**src/verilog/rcf_pkg.sv**
```systemverilog
`default_nettype none
// shared constants of the reference failover clock buffer
package rcf_pkg;
    // register byte offsets
    localparam logic [7:0] ADDR_STATUS = 8'h00;
    localparam logic [7:0] ADDR_MASK = 8'h04;
    localparam logic [7:0] ADDR_STATE = 8'h08;
    localparam logic [7:0] ADDR_CTRL = 8'h0c;
    // event bits, same layout in status and mask
    localparam int EVT_FAIL = 0;
    localparam int EVT_RESTORE = 1;
    localparam int EVT_SAT = 2;
    localparam int EVT_W = 3;
    localparam logic [2:0] MASK_RESET = 3'h0;
    // state register fields
    localparam int ST_VALID_BIT = 0;
    localparam int ST_BYPASS_BIT = 1;
    localparam int ST_FROZEN_BIT = 2;
    localparam int ST_SAT_BIT = 3;
    localparam int ST_FSEL_LSB = 4;
    localparam int ST_REFCH_BIT = 6;
    localparam int ST_TRIM_LSB = 8;
    // control register fields
    localparam int CTRL_HOLD_BIT = 0;
    localparam logic CTRL_HOLD_RESET = 1'b0;
    // frequency select codes
    typedef enum logic [1:0] {
        FS_BYPASS = 2'b00,
        FS_HALF = 2'b01,
        FS_TWO = 2'b10,
        FS_SIX = 2'b11
    } rcf_fsel_t;
    // reference-to-crystal ratio counted in halves
    localparam logic [4:0] RH_HALF = 5'h01;
    localparam logic [4:0] RH_TWO = 5'h04;
    localparam logic [4:0] RH_SIX = 5'h0c;
    // reference span per setting, in units of 10 kHz; core clock in same unit
    localparam int CORE_10K = 20000;
    localparam int REF_MIN_10K_HALF = 417;
    localparam int REF_MAX_10K_HALF = 1500;
    localparam int REF_MIN_10K_TWO = 1600;
    localparam int REF_MAX_10K_TWO = 5000;
    localparam int REF_MIN_10K_SIX = 5000;
    localparam int REF_MAX_10K_SIX = 16670;
    // capture range of the tuning in ppm
    localparam int CAPTURE_PPM = 300;
    // flag timing: periods scale with n, plus a fixed pad
    localparam int FAIL_PERIODS = 2;
    localparam int RESTORE_PERIODS = 12;
    localparam int CORE_PERIOD_PS = 5000;
    localparam int FLAG_PAD_NS = 25;
    localparam int FLAG_PAD_CYC = (FLAG_PAD_NS * 1000 + CORE_PERIOD_PS - 1) / CORE_PERIOD_PS;
    // validity tracker states
    typedef enum logic [1:0] {
        ST_VALID = 2'b00,
        ST_FAILED = 2'b01,
        ST_RECOVER = 2'b10,
        ST_PAD = 2'b11
    } rcf_state_t;
endpackage
`default_nettype wire

```
**src/verilog/rcf_mon_if.sv**
```systemverilog
`timescale 1ns/1ps
`default_nettype none
// carries the reference monitor results to the core
interface rcf_mon_if #(parameter int PW = 16);
    logic refEdge;
    logic fbEdge;
    logic refLevel;
    logic stopped;
    logic [PW-1:0] period;
    logic [PW+4:0] stopLimit;
    modport mon(output refEdge, fbEdge, refLevel, stopped, period, input stopLimit);
    modport core(input refEdge, fbEdge, refLevel, stopped, period, output stopLimit);
endinterface
`default_nettype wire

```
**src/verilog/rcf_failover_buffer.sv**
```systemverilog
`timescale 1ns/1ps
`default_nettype none
// How it works
// choice high takes input one, low two
// select 00 bypasses loop and oscillator
// select sets ratio half, two, six
// select 10 reference 16 to 50 MHz
// select 11 reference 50 to 166.7 MHz
// accept references 4.17 to 166.7 MHz
// validity high while reference valid, else low
// on stop freeze tuning, keep clocks, flag
// tune only inside capture range, else invalid
// returning reference clears the failure flag
// oscillator realigns to restored reference automatically
// flag within 2n periods, clears after 12n
// loop always runs from tuned oscillator
// one output wired back as feedback
// four aligned outputs in two banks
// bypass outputs follow reference directly
module rcf_failover_buffer #(
    parameter int W = 32,
    parameter int TW = 24,
    parameter int PW = 16,
    parameter logic [31:0] NOMINAL_WORD = 32'h20000000,
    parameter int TRIM_STEP = 16
) (
    input wire logic core_clk,
    input wire logic rstn,
    input wire logic refIn1,
    input wire logic refIn2,
    input wire logic referenceChoice,
    input wire logic [1:0] freqSel,
    input wire logic loopReturnIn,
    output logic crystalOut,
    output logic [1:0] bankAClockOut,
    output logic [1:0] bankBClockOut,
    output logic refValid,
    output logic irq,
    input wire logic [7:0] paddr,
    input wire logic psel,
    input wire logic penable,
    input wire logic pwrite,
    input wire logic [31:0] pwdata,
    output logic [31:0] prdata,
    output logic pready,
    output logic pslverr
);
    localparam longint unsigned LIMIT_L = (64'(NOMINAL_WORD) * 64'(rcf_pkg::CAPTURE_PPM)) / 64'd1000000;
    localparam logic signed [TW:0] TRIM_MAX = (TW+1)'(LIMIT_L);
    localparam logic signed [TW:0] STEP = (TW+1)'(TRIM_STEP);

    // refuse widths the arithmetic cannot serve
    if (W != 32 || TW < 8 || TW > W - 2 || PW < 8 || TRIM_STEP < 1
        || LIMIT_L + 64'(TRIM_STEP) >= (64'd1 << (TW - 1))) begin : g_bad_param
        $error("rcf_failover_buffer: unsupported parameter set");
    end

    rcf_mon_if #(.PW(PW)) mon ();
    rcf_pkg::rcf_fsel_t fsel;
    rcf_pkg::rcf_state_t state;
    logic bypass;
    logic hold;
    logic tuneEnable;
    logic refPend;
    logic fbPend;
    logic upReq;
    logic dnReq;
    logic capSat;
    logic spanOk;
    logic bad;
    logic signed [TW-1:0] trim;
    logic signed [TW:0] upSum;
    logic signed [TW:0] dnSum;
    logic [W-1:0] xtalWord;
    logic [W-1:0] pllWord;
    logic pllClk;
    logic xtalClk;
    logic [4:0] nHalf;
    logic [PW-1:0] spanMin;
    logic [PW-1:0] spanMax;
    logic [6:0] edgeCnt;
    logic [2:0] padCnt;
    logic [rcf_pkg::EVT_W-1:0] evt;
    logic [rcf_pkg::EVT_W-1:0] status;
    logic [rcf_pkg::EVT_W-1:0] mask;
    logic [rcf_pkg::EVT_W-1:0] next_status;
    logic [rcf_pkg::EVT_W-1:0] readClear;
    logic capSatD;
    logic apbSetup;
    logic apbWrite;

    assign fsel = rcf_pkg::rcf_fsel_t'(freqSel);
    assign bypass = (fsel == rcf_pkg::FS_BYPASS);

    rcf_ref_monitor #(.PW(PW)) u_mon (
        .core_clk(core_clk),
        .rstn(rstn),
        .refIn1(refIn1),
        .refIn2(refIn2),
        .referenceChoice(referenceChoice),
        .loopReturnIn(loopReturnIn),
        .mon(mon.mon)
    );

    // ratio in halves and allowed reference period span per select setting
    always_comb begin
        nHalf = rcf_pkg::RH_HALF;
        spanMin = PW'(rcf_pkg::CORE_10K / rcf_pkg::REF_MAX_10K_SIX);
        spanMax = PW'(rcf_pkg::CORE_10K / rcf_pkg::REF_MIN_10K_HALF);
        unique case (fsel)
            rcf_pkg::FS_BYPASS: begin
            end
            rcf_pkg::FS_HALF: begin
                nHalf = rcf_pkg::RH_HALF;
                spanMin = PW'(rcf_pkg::CORE_10K / rcf_pkg::REF_MAX_10K_HALF);
            end
            rcf_pkg::FS_TWO: begin
                nHalf = rcf_pkg::RH_TWO;
                spanMin = PW'(rcf_pkg::CORE_10K / rcf_pkg::REF_MAX_10K_TWO);
                spanMax = PW'(rcf_pkg::CORE_10K / rcf_pkg::REF_MIN_10K_TWO);
            end
            rcf_pkg::FS_SIX: begin
                nHalf = rcf_pkg::RH_SIX;
                spanMax = PW'(rcf_pkg::CORE_10K / rcf_pkg::REF_MIN_10K_SIX);
            end
        endcase
    end

    // stop limit is 2n periods, i.e. period times n counted in halves
    assign mon.stopLimit = mon.period * nHalf;
    // one cycle of slack for the sampling of the measured period
    assign spanOk = (mon.period + PW'(1) >= spanMin) && (mon.period <= spanMax + PW'(1));
    assign bad = mon.stopped | ~spanOk | capSat;
    assign tuneEnable = ~bypass & ~mon.stopped & spanOk & ~hold;

    // bang-bang phase detector: who arrived first since the last pair
    assign upReq = tuneEnable & mon.fbEdge & ~mon.refEdge & refPend;
    assign dnReq = tuneEnable & mon.refEdge & ~mon.fbEdge & fbPend;
    always_ff @(posedge core_clk or negedge rstn) begin
        if (!rstn) begin
            refPend <= 1'b0;
            fbPend <= 1'b0;
        end else if (!tuneEnable || (mon.refEdge && mon.fbEdge)) begin
            refPend <= 1'b0;
            fbPend <= 1'b0;
        end else if (mon.refEdge) begin
            refPend <= ~fbPend;
            fbPend <= 1'b0;
        end else if (mon.fbEdge) begin
            fbPend <= ~refPend;
            refPend <= 1'b0;
        end
    end

    // trim word steps toward the reference and saturates at the capture edge
    assign upSum = {trim[TW-1], trim} + STEP;
    assign dnSum = {trim[TW-1], trim} - STEP;
    always_ff @(posedge core_clk or negedge rstn) begin
        if (!rstn) begin
            trim <= '0;
            capSat <= 1'b0;
        end else if (upReq) begin
            if (upSum > TRIM_MAX) begin
                trim <= TW'(TRIM_MAX);
                capSat <= 1'b1;
            end else begin
                trim <= TW'(upSum);
                capSat <= 1'b0;
            end
        end else if (dnReq) begin
            if (dnSum < -TRIM_MAX) begin
                trim <= TW'(-TRIM_MAX);
                capSat <= 1'b1;
            end else begin
                trim <= TW'(dnSum);
                capSat <= 1'b0;
            end
        end
    end

    // oscillator word, and the loop word derived only from it
    assign xtalWord = NOMINAL_WORD + {{(W-TW){trim[TW-1]}}, trim};
    always_comb begin
        pllWord = xtalWord;
        unique case (fsel)
            rcf_pkg::FS_BYPASS: pllWord = xtalWord;
            rcf_pkg::FS_HALF: pllWord = {1'b0, xtalWord[W-1:1]};
            rcf_pkg::FS_TWO: pllWord = {xtalWord[W-2:0], 1'b0};
            rcf_pkg::FS_SIX: pllWord = {xtalWord[W-3:0], 2'b00} + {xtalWord[W-2:0], 1'b0};
        endcase
    end

    rcf_nco #(.W(W)) u_xtal (
        .core_clk(core_clk),
        .rstn(rstn),
        .word(xtalWord),
        .clkOut(xtalClk)
    );

    rcf_nco #(.W(W)) u_pll (
        .core_clk(core_clk),
        .rstn(rstn),
        .word(pllWord),
        .clkOut(pllClk)
    );

    // output banks: loop clock normally, reference itself in bypass
    always_ff @(posedge core_clk or negedge rstn) begin
        if (!rstn) begin
            bankAClockOut <= 2'h0;
            bankBClockOut <= 2'h0;
            crystalOut <= 1'b0;
        end else begin
            bankAClockOut <= bypass ? {2{mon.refLevel}} : {2{pllClk}};
            bankBClockOut <= bypass ? {2{mon.refLevel}} : {2{pllClk}};
            crystalOut <= xtalClk;
        end
    end

    // validity tracker
    always_ff @(posedge core_clk or negedge rstn) begin
        if (!rstn) begin
            state <= rcf_pkg::ST_FAILED;
            refValid <= 1'b0;
            edgeCnt <= 7'h00;
            padCnt <= 3'h0;
        end else begin
            unique case (state)
                rcf_pkg::ST_VALID: begin
                    if (bad) begin
                        state <= rcf_pkg::ST_FAILED;
                        refValid <= 1'b0;
                    end
                end
                rcf_pkg::ST_FAILED: begin
                    if (mon.refEdge && !bad) begin
                        state <= rcf_pkg::ST_RECOVER;
                        edgeCnt <= 7'h00;
                    end
                end
                rcf_pkg::ST_RECOVER: begin
                    if (bad) begin
                        state <= rcf_pkg::ST_FAILED;
                    end else if (mon.refEdge) begin
                        edgeCnt <= edgeCnt + 7'h01;
                        // 12n periods equal six periods per half of n
                        if (edgeCnt + 7'h01 >= 7'(rcf_pkg::RESTORE_PERIODS / 2) * 7'(nHalf)) begin
                            state <= rcf_pkg::ST_PAD;
                            padCnt <= 3'h0;
                        end
                    end
                end
                rcf_pkg::ST_PAD: begin
                    if (bad) begin
                        state <= rcf_pkg::ST_FAILED;
                    end else if (padCnt == 3'(rcf_pkg::FLAG_PAD_CYC - 1)) begin
                        state <= rcf_pkg::ST_VALID;
                        refValid <= 1'b1;
                    end else begin
                        padCnt <= padCnt + 3'h1;
                    end
                end
            endcase
        end
    end

    // events: failure, restore, capture limit reached
    assign evt[rcf_pkg::EVT_FAIL] = (state == rcf_pkg::ST_VALID) & bad;
    assign evt[rcf_pkg::EVT_RESTORE] = (state == rcf_pkg::ST_PAD) & ~bad
        & (padCnt == 3'(rcf_pkg::FLAG_PAD_CYC - 1));
    assign evt[rcf_pkg::EVT_SAT] = capSat & ~capSatD;

    // apb decode
    assign apbSetup = psel & ~penable;
    assign apbWrite = psel & penable & pready & pwrite;
    assign readClear = (psel && penable && pready && !pwrite && paddr == rcf_pkg::ADDR_STATUS)
        ? prdata[rcf_pkg::EVT_W-1:0] : '0;
    // only bits that were returned are cleared; a new event always wins
    assign next_status = (status & ~readClear) | evt;

    // sticky status, irq level
    always_ff @(posedge core_clk or negedge rstn) begin
        if (!rstn) begin
            status <= '0;
            capSatD <= 1'b0;
            irq <= 1'b0;
        end else begin
            status <= next_status;
            capSatD <= capSat;
            irq <= |(next_status & mask);
        end
    end

    // writable registers
    always_ff @(posedge core_clk or negedge rstn) begin
        if (!rstn) begin
            mask <= rcf_pkg::MASK_RESET;
            hold <= rcf_pkg::CTRL_HOLD_RESET;
        end else if (apbWrite && paddr == rcf_pkg::ADDR_MASK) begin
            mask <= pwdata[rcf_pkg::EVT_W-1:0];
        end else if (apbWrite && paddr == rcf_pkg::ADDR_CTRL) begin
            hold <= pwdata[rcf_pkg::CTRL_HOLD_BIT];
        end
    end

    // answer one cycle after setup: read data, ready and error from flops
    always_ff @(posedge core_clk or negedge rstn) begin
        if (!rstn) begin
            pready <= 1'b0;
            pslverr <= 1'b0;
            prdata <= 32'h00000000;
        end else begin
            pready <= apbSetup;
            pslverr <= 1'b0;
            prdata <= 32'h00000000;
            if (apbSetup) begin
                unique case (paddr)
                    rcf_pkg::ADDR_STATUS: prdata[rcf_pkg::EVT_W-1:0] <= status;
                    rcf_pkg::ADDR_MASK: prdata[rcf_pkg::EVT_W-1:0] <= mask;
                    rcf_pkg::ADDR_CTRL: prdata[rcf_pkg::CTRL_HOLD_BIT] <= hold;
                    rcf_pkg::ADDR_STATE: begin
                        prdata[rcf_pkg::ST_VALID_BIT] <= refValid;
                        prdata[rcf_pkg::ST_BYPASS_BIT] <= bypass;
                        prdata[rcf_pkg::ST_FROZEN_BIT] <= ~tuneEnable;
                        prdata[rcf_pkg::ST_SAT_BIT] <= capSat;
                        prdata[rcf_pkg::ST_FSEL_LSB +: 2] <= freqSel;
                        prdata[rcf_pkg::ST_REFCH_BIT] <= referenceChoice;
                        prdata[rcf_pkg::ST_TRIM_LSB +: TW] <= trim;
                    end
                    default: pslverr <= 1'b1;
                endcase
            end
        end
    end
endmodule
`default_nettype wire

```
**src/verilog/rcf_nco.sv**
```systemverilog
`timescale 1ns/1ps
`default_nettype none
// phase accumulator oscillator, square wave from the accumulator top bit
module rcf_nco #(
    parameter int W = 32
) (
    input wire logic core_clk,
    input wire logic rstn,
    input wire logic [W-1:0] word,
    output logic clkOut
);
    logic [W-1:0] acc;

    // accumulate and register the top bit
    always_ff @(posedge core_clk or negedge rstn) begin
        if (!rstn) begin
            acc <= '0;
            clkOut <= 1'b0;
        end else begin
            acc <= acc + word;
            clkOut <= acc[W-1];
        end
    end
endmodule
`default_nettype wire

```
**src/verilog/rcf_ref_monitor.sv**
```systemverilog
`timescale 1ns/1ps
`default_nettype none
// picks the active reference, finds edges, measures period, watches for a stop
module rcf_ref_monitor #(
    parameter int PW = 16
) (
    input wire logic core_clk,
    input wire logic rstn,
    input wire logic refIn1,
    input wire logic refIn2,
    input wire logic referenceChoice,
    input wire logic loopReturnIn,
    rcf_mon_if.mon mon
);
    logic selNow;
    logic fbLevel;
    logic [PW-1:0] sinceEdge;

    // high choice takes the first input, low the second
    assign selNow = referenceChoice ? refIn1 : refIn2;
    assign mon.refEdge = selNow & ~mon.refLevel;
    assign mon.fbEdge = loopReturnIn & ~fbLevel;
    // stop once no edge came for 2n reference periods
    assign mon.stopped = {5'h00, sinceEdge} >= mon.stopLimit;

    // previous levels
    always_ff @(posedge core_clk or negedge rstn) begin
        if (!rstn) begin
            mon.refLevel <= 1'b0;
            fbLevel <= 1'b0;
        end else begin
            mon.refLevel <= selNow;
            fbLevel <= loopReturnIn;
        end
    end

    // period measurement, saturating
    always_ff @(posedge core_clk or negedge rstn) begin
        if (!rstn) begin
            sinceEdge <= '0;
            mon.period <= '0;
        end else if (mon.refEdge) begin
            sinceEdge <= '0;
            mon.period <= sinceEdge + PW'(1);
        end else if (sinceEdge != '1) begin
            sinceEdge <= sinceEdge + PW'(1);
        end
    end
endmodule
`default_nettype wire

```
**config.mk**
```make
export PLATFORM = sky130hd
export DESIGN_NAME = rcf_failover_buffer
export DESIGN_NICKNAME = d
export VERILOG_FILES = /design/src/verilog/rcf_pkg.sv /design/src/verilog/rcf_mon_if.sv /design/src/verilog/rcf_failover_buffer.sv /design/src/verilog/rcf_nco.sv /design/src/verilog/rcf_ref_monitor.sv
export SDC_FILE = /design/constraint.sdc
export NUM_CORES = 1
export LEC_CHECK = 0
export BUFFER_PORTS_ARGS = -buffer_cell sky130_fd_sc_hd__buf_2
export CAP_MARGIN = 20
export CORE_MARGIN = 3
export CORE_UTILIZATION = 59
export CTS_CLUSTER_SIZE = 16
export DETAILED_ROUTE_END_ITERATION = 16
export PLACE_DENSITY = 0.85
export SLEW_MARGIN = 20
export SYNTH_ARGS = -nofsm -noshare
export SYNTH_HDL_FRONTEND = slang
export SYNTH_SLANG_ARGS = --single-unit
```
**constraint.sdc**
```tcl
create_clock -name core_clk -period 7.3 [get_ports core_clk]
set_input_delay 1.095 -clock core_clk [delete_from_list [all_inputs] [get_ports core_clk]]
set_output_delay 1.095 -clock core_clk [all_outputs]
set_load 0.05 [all_outputs]
```
==> run_results.csv, run 1 <==
group,metric,value,unit
clock_network,root_buffer,"clkbuf_16",
routing,routed-via-count,14675,
synthesis,yosysMostFrequentCell,"ha_1",
sta,fin_skew,10.9,ps
clock_network,clk_pin_slew,80,ps
final_layout,antenna_cells,0,
floorplan,row_count,59,
global_routing,grt_max_degree,103,
power_and_ir_drop,p_sw_share,45.5,%
critical_path,end_kind,"flip-flop",
critical_path,worst_setup_path_start_kind,"input pin",
clock_network,numCtsBuffers,17,
global_routing,grtUsageTotal,30.6,%
power_and_ir_drop,power_density,316,mW/mm^2
global_routing,antenna_found_initial,0,
worst_hold_path,hold_class,"flip-flop to flip-flop",
power_and_ir_drop,combPwrFrac,54.5,%
power_and_ir_drop,clock_power_share,17.4,%
floorplan,io_pins,92,
power_and_ir_drop,power_leakage,7.95,nW
routing,first_pass_iters,8,
synthesis,synth_top_area_cell,"dfrtp_1",
sta,worst_pin_slew,1100,ps
synthesis,synthFlopType,"dfrtp_1",
synthesis,synth_top_cell_area_share,28.3,%
critical_path,cp.required,7690,ps
place,placed_cell_area,0.0166,mm^2
critical_path,crit_type,"input pin to flip-flop",
sta,slew_headroom,26.2,%
clock_network,cts.path.max_buffers,2,
final_layout,stdcell_area,0.0172,mm^2
clock_network,cts_tree,"done",
synthesis,synth_edf_count,0,
sta,finalCritPeriodShare,95.5,%
synthesis,ys_seq_elements,182,
synthesis,synth_commonest_cells,"ha_1, dfrtp_1, a21oi_1, o21ai_0, nor2_1",
floorplan,die_width,171,um
routing,drt_wl_total,44500,um
sta,finalMaxSlewViolations,0,
global_routing,grt_pass1_vias,14426,
final_layout,drive_above_1_share,9.25,%
critical_path,crit_fanout,17,
floorplan,core,0.0264,mm^2
clock_network,ctsHoldBuffers,0,
global_routing,grt_pass1_wl,72100,um
clock_network,clk-insertion-delay-late,450,ps
routing,post_drt_wl_per_cell,20.2,um
status,outcome,"completed",
routing,drt-vias-per-instance,6.66,
synthesis,ys_types,94,
power_and_ir_drop,internal-power,2.96,mW
sta,max_freq,143,MHz
final_layout,syn_to_final_growth,7.75,%
sta,tns,0,ps
synthesis,syn_area_per_cell,8.76,um^2
synthesis,yosysSeqAreaShare,28.5,%
power_and_ir_drop,pwr-share-seq,28.1,%
place,gp_congestion,0.990,
sta,min_period,6970,ps
routing,ant_nets,0,
place,io_buffers,61,
synthesis,syn_area,0.0160,mm^2
synthesis,synthTopCellsByArea,"dfrtp_1, ha_1, xnor2_1, a21oi_1, o21ai_0",
sta,final-hold-violation-count,0,
clock_network,numClockSinks,182,
synthesis,syn_nets,2085,
place,place_hpwl,32200,um
power_and_ir_drop,switchingPower,2.47,mW
critical_path,arrival,7360,ps
routing,drt_iter0_markers,1485,
routing,drc,0,
final_layout,utilization,65.4,%
run,max_cap_violations,0,
synthesis,synth_warnings,0,
power_and_ir_drop,p_total,5.44,mW
floorplan,fp.dieH,171,um
floorplan,die_area,0.0291,mm^2
synthesis,synthArstFlopShare,100,%
clock_network,htreeDepth,4,
final_layout,nets,2117,
global_routing,grt-ovfl-total,0,
power_and_ir_drop,ir_worst_vdd,0.000301,V
sta,setup_viol,0,
synthesis,synthCells,1825,
floorplan,start_util,60.7,%
-- cells in the final DEF, fill, tap and decap left out, types with 30 or more instances in the layout --
master and n:
nor4_1 35, nand3_1 60, xor2_1 37, buf_4 30, inv_1 94, xnor2_1 86, dfrtp_1 181, buf_2 60
nand2_1 109, and2_1 47, nor2_1 112, nor2b_1 33, a21o_1 35, ha_1 192, o21a_1 32, a21oi_1 113
nor3_1 46, o21ai_0 113
-- cell families after synthesis --
logic type | count (synthesis) | share of synthesized area, %
other | 2 | 0.0470
buffers and inverters | 183 | 4.56
AO/OA/AOI/OAI | 535 | 22.7
multiplexers | 30 | 2.05
adder cells (fa/ha/maj) | 209 | 17.2
AND/OR/NAND/NOR | 560 | 18.1
flip-flops | 182 | 28.5
XOR/XNOR | 124 | 6.84
-- state kept, by name (all words and copies together) (netlist names), 2 cells and up --
signal            count
u_mon.mon.period     16
u_mon.sinceEdge      16
status                3
mask                  3
padCnt                3
trim                 23
state                 2
edgeCnt               7
prdata               30
u_pll.acc            32
u_xtal.acc           32
-- cell type report --
class	count	area [um^2]
multi-input combinational	1460	10700
fill	2052	9130
sequential	182	4560
timing repair buffer	92	551
clock buffer	18	429
tap	335	419
inverter	104	394
clock inverter	14	156
-- critical path, cell delays in order --
cell and delay (ps):
buf_2 130, inv_1 130, ha_1 210, clkinv_1 90, nand2_1 140, clkinvlp_4 270
buf_4 280, nor2b_1 150, ha_1 270, fa_1 480, ha_1 320, o21a_1 210
a21oi_2 90, or2_4 280, o21bai_1 120, a21oi_1 90, xor2_1 170, ha_1 300
nand4_1 120, a21boi_0 180, o21ai_0 130, a21oi_1 280, o221ai_1 270, nor4_4 520
a211oi_2 200, buf_4 240, o31ai_1 340, a221o_1 220
-- per-stage QoR --
step / std cells / setup slack (ps) / hold slack (ps)
2_1_floorplan: 1825 / 353 / 331
3_3_place_gp: 2169 / -19.5 / 340
3_5_place_dp: 2169 / -274 / 355
4_1_cts: 2201 / 223 / 371
5_1_grt: 2205 / -10.2 / 386
6_report: 2205 / 331 / 366
-- power by group through the flow --
stage	clock [mW]	combinational, mW	sequential [mW]
after detailed placement	0	2.87	1.53
after global routing	0.999	3.28	1.55
after global placement	0	2.75	1.52
after floorplan	0	2.28	1.44
final	0.945	2.96	1.53
after CTS	0.951	2.90	1.52
-- path summary, 6_finish.rpt --
check	startpoint	endpoint	slack, ps	cells after the start
setup / recovery	freqSel[0]	irq	330	28
hold reg to reg	u_xtal.clkOut	crystalOut	370	0
hold / removal	u_xtal.clkOut	crystalOut	370	0
min in group asynchronous	rstn	u_mon.sinceEdge[9]	760	1
max in group asynchronous	rstn	trim[19]	5310	2
setup reg to reg	trim[4]	u_pll.acc[30]	1030	21
-- routing by layer --
layer | track usage, % | wire length, um
met5 | 0 | 0
met4 | 12.9 | 1870
met3 | 6.22 | 3600
met2 | 51.8 | 21200
met1 | 38.1 | 17900
-- what timing repair did --
action / CTS / global route
setup buffers: 0 / 4
gates resized for setup: 0 / 4
endpoints found under the setup margin: 0 / 24
Power figures use the tool's default switching activity.
==> run 2: changes to the inputs <==
Settings changed: RECOVER_POWER set to 100.
==> run 2 against run 1 <==
  * The flow now finishes with violations (max-capacitance violations, max-slew violations)
  * Global-route usage stayed put
  * Die area stayed put
  * Sequential share of layout area is 0.11 points higher
  * Register-to-register slack worse by 80 ps
  * Clock power hardly changed
  * First-iteration DRC count is 1.1% higher
  * Routed wire length is 0.17% higher
  * Core utilization is 0.28 points lower
  * Worst hold slack hardly changed
  * Cell count stayed put
  * Largest cell class unchanged
==> run_results.csv, run 2 (synthesized netlist as in run 1, its figures left out) <==
group,metric,value,unit
floorplan,die_width,171,um
final_layout,drive_above_1_share,6.74,%
sta,finalMaxSlewViolations,170,
critical_path,cp.required,7700,ps
clock_network,clk-insertion-delay-late,460,ps
sta,setup_viol,0,
clock_network,htreeDepth,4,
status,outcome,"complete, but fails checks",
floorplan,fp.dieH,171,um
place,gp_congestion,0.990,
clock_network,cts_tree,"done",
final_layout,antenna_cells,0,
final_layout,reg_top3,"u_pll.acc: 32 flops, u_xtal.acc: 32 flops, prdata: 30 flops",
routing,post_drt_wl_per_cell,20.2,um
global_routing,grt_max_degree,103,
power_and_ir_drop,p_sw_share,45.6,%
critical_path,crit_fanout,12,
power_and_ir_drop,power_leakage,7.76,nW
power_and_ir_drop,combPwrFrac,54.4,%
floorplan,die_area,0.0291,mm^2
status,violations,"max-capacitance violations, max-slew violations",
floorplan,io_pins,92,
power_and_ir_drop,clock_power_share,17.4,%
sta,tns,0,ps
clock_network,cts.path.max_buffers,2,
final_layout,fillers,2079,
sta,worst_pin_slew,5720,ps
power_and_ir_drop,internal-power,2.95,mW
final_layout,layout_commonest_cell,"ha_1",
critical_path,end_kind,"flip-flop",
routing,first_pass_iters,6,
final_layout,utilization,65.1,%
routing,routed-via-count,14676,
sta,timing.hold.ws,366,ps
sta,finalCritPeriodShare,94.8,%
place,io_buffers,61,
floorplan,row_count,59,
clock_network,root_buffer,"clkbuf_16",
routing,ant_nets,0,
routing,drc,0,
sta,slew_headroom,-282,%
critical_path,arrival,7320,ps
clock_network,ctsHoldBuffers,0,
power_and_ir_drop,switchingPower,2.47,mW
run,max_cap_violations,3,
place,place_inst,2169,
clock_network,numCtsBuffers,17,
routing,drt_iter0_markers,1501,
sta,final-hold-violation-count,0,
floorplan,core,0.0264,mm^2
routing,drt-vias-per-instance,6.66,
power_and_ir_drop,pwr-share-seq,28.2,%
global_routing,antenna_found_initial,0,
global_routing,grt_pass1_wl,72100,um
clock_network,numClockSinks,182,
final_layout,nets,2117,
sta,min_period,6920,ps
global_routing,grt-ovfl-total,0,
final_layout,final_cell_mix,"ha_1, dfrtp_1, o21ai_0",
power_and_ir_drop,ir_worst_vdd,0.000293,V
critical_path,worst_setup_path_start_kind,"input pin",
worst_hold_path,hold_class,"flip-flop to flip-flop",
sta,fin_skew,12.0,ps
final_layout,syn_to_final_growth,7.29,%
critical_path,crit_type,"input pin to flip-flop",
routing,drt_wl_total,44600,um
place,place_hpwl,32200,um
floorplan,start_util,60.7,%
global_routing,grt_pass1_vias,14426,
sta,max_freq,145,MHz
power_and_ir_drop,power_density,316,mW/mm^2
final_layout,stdcell_count,2205,
clock_network,clk_pin_slew,80,ps
global_routing,grtUsageTotal,30.6,%
[run 2: cell types whose count changed in the layout (fill, tap and decap cells not counted), moves of 2 or more]
cell / previous run / this run
and2_0: 0 / 3
and2_1: 47 / 44
buf_2: 60 / 18
buf_4: 30 / 27
clkbuf_1: 1 / 47
o21ai_0: 113 / 115
o21ai_1: 12 / 10
[run 2: path summary, 6_finish.rpt]
path                               start             endpoint  slack (ps)  cells past startpoint
hold / removal             u_xtal.clkOut           crystalOut         370                      0
hold reg to reg            u_xtal.clkOut           crystalOut         370                      0
max in group asynchronous           rstn        u_xtal.acc[6]        1320                      1
min in group asynchronous           rstn  u_mon.sinceEdge[14]        2760                      1
setup reg to reg                 trim[4]        u_pll.acc[30]         950                     21
setup / recovery              freqSel[0]                  irq         380                     27
[run 2: area by class of cell]
type / count / area (um^2) / share of cell area [%]
clock buffer: 18 / 429 / 2.50
sequential: 182 / 4560 / 26.6
tap: 335 / 419 / 2.44
multi-input combinational: 1460 / 10700 / 62.5
timing repair buffer: 92 / 477 / 2.78
clock inverter: 14 / 156 / 0.912
inverter: 104 / 394 / 2.30
[run 2: worst max-delay path, stage by stage]
cell        delay (ps)
buf_2              140
inv_1              130
ha_1               210
clkinv_1            90
nand2_1            140
clkinvlp_4         270
nor2b_1            200
ha_1               280
fa_1               480
ha_1               380
or3_4              410
a21oi_2            180
or2_4              180
o21bai_1            60
a21oi_1            170
xor2_1             110
ha_1               300
nand4_1            110
a21boi_0           180
o21ai_0            130
a21oi_1            280
o221ai_1           260
nor4_4             530
a211oi_2           190
buf_4              240
o31ai_1            330
a221o_1            220
[run 2: repair_timing]
| action | in CTS | in global routing |
|---|---|---|
| endpoints found under the setup margin | 0 | 24 |
| resized for setup | 0 | 4 |
| buffers inserted | 0 | 4 |
[run 2: metal layers]
| metal | up-vias | part of all wire [%] | GRT usage, % |
|---|---|---|---|
| li1 | 6777 | - | - |
| met1 | 7012 | 40 | 38.1 |
| met2 | 727 | 47 | 51.8 |
| met3 | 160 | 8.1 | 6.22 |
| met4 | 0 | 4.2 | 12.9 |
| met5 | - | 0 | 0 |
[run 2: per-stage QoR]
stage	power, mW	setup slack [ps]	cell area (um^2)
floorplan	3.72	353	16000
global placement	4.28	-19.5	16600
finish	5.43	380	17200
detailed placement	4.41	-274	16600
global route	5.82	-10.2	17200
CTS	5.37	223	17200
[run 2: power by group through the flow]
stage,registers (mW),clock network (mW),logic (mW)
2_1_floorplan,1.44,0,2.28
3_3_place_gp,1.52,0,2.75
3_5_place_dp,1.53,0,2.87
4_1_cts,1.52,0.951,2.90
5_1_grt,1.55,0.999,3.27
6_report,1.53,0.944,2.95
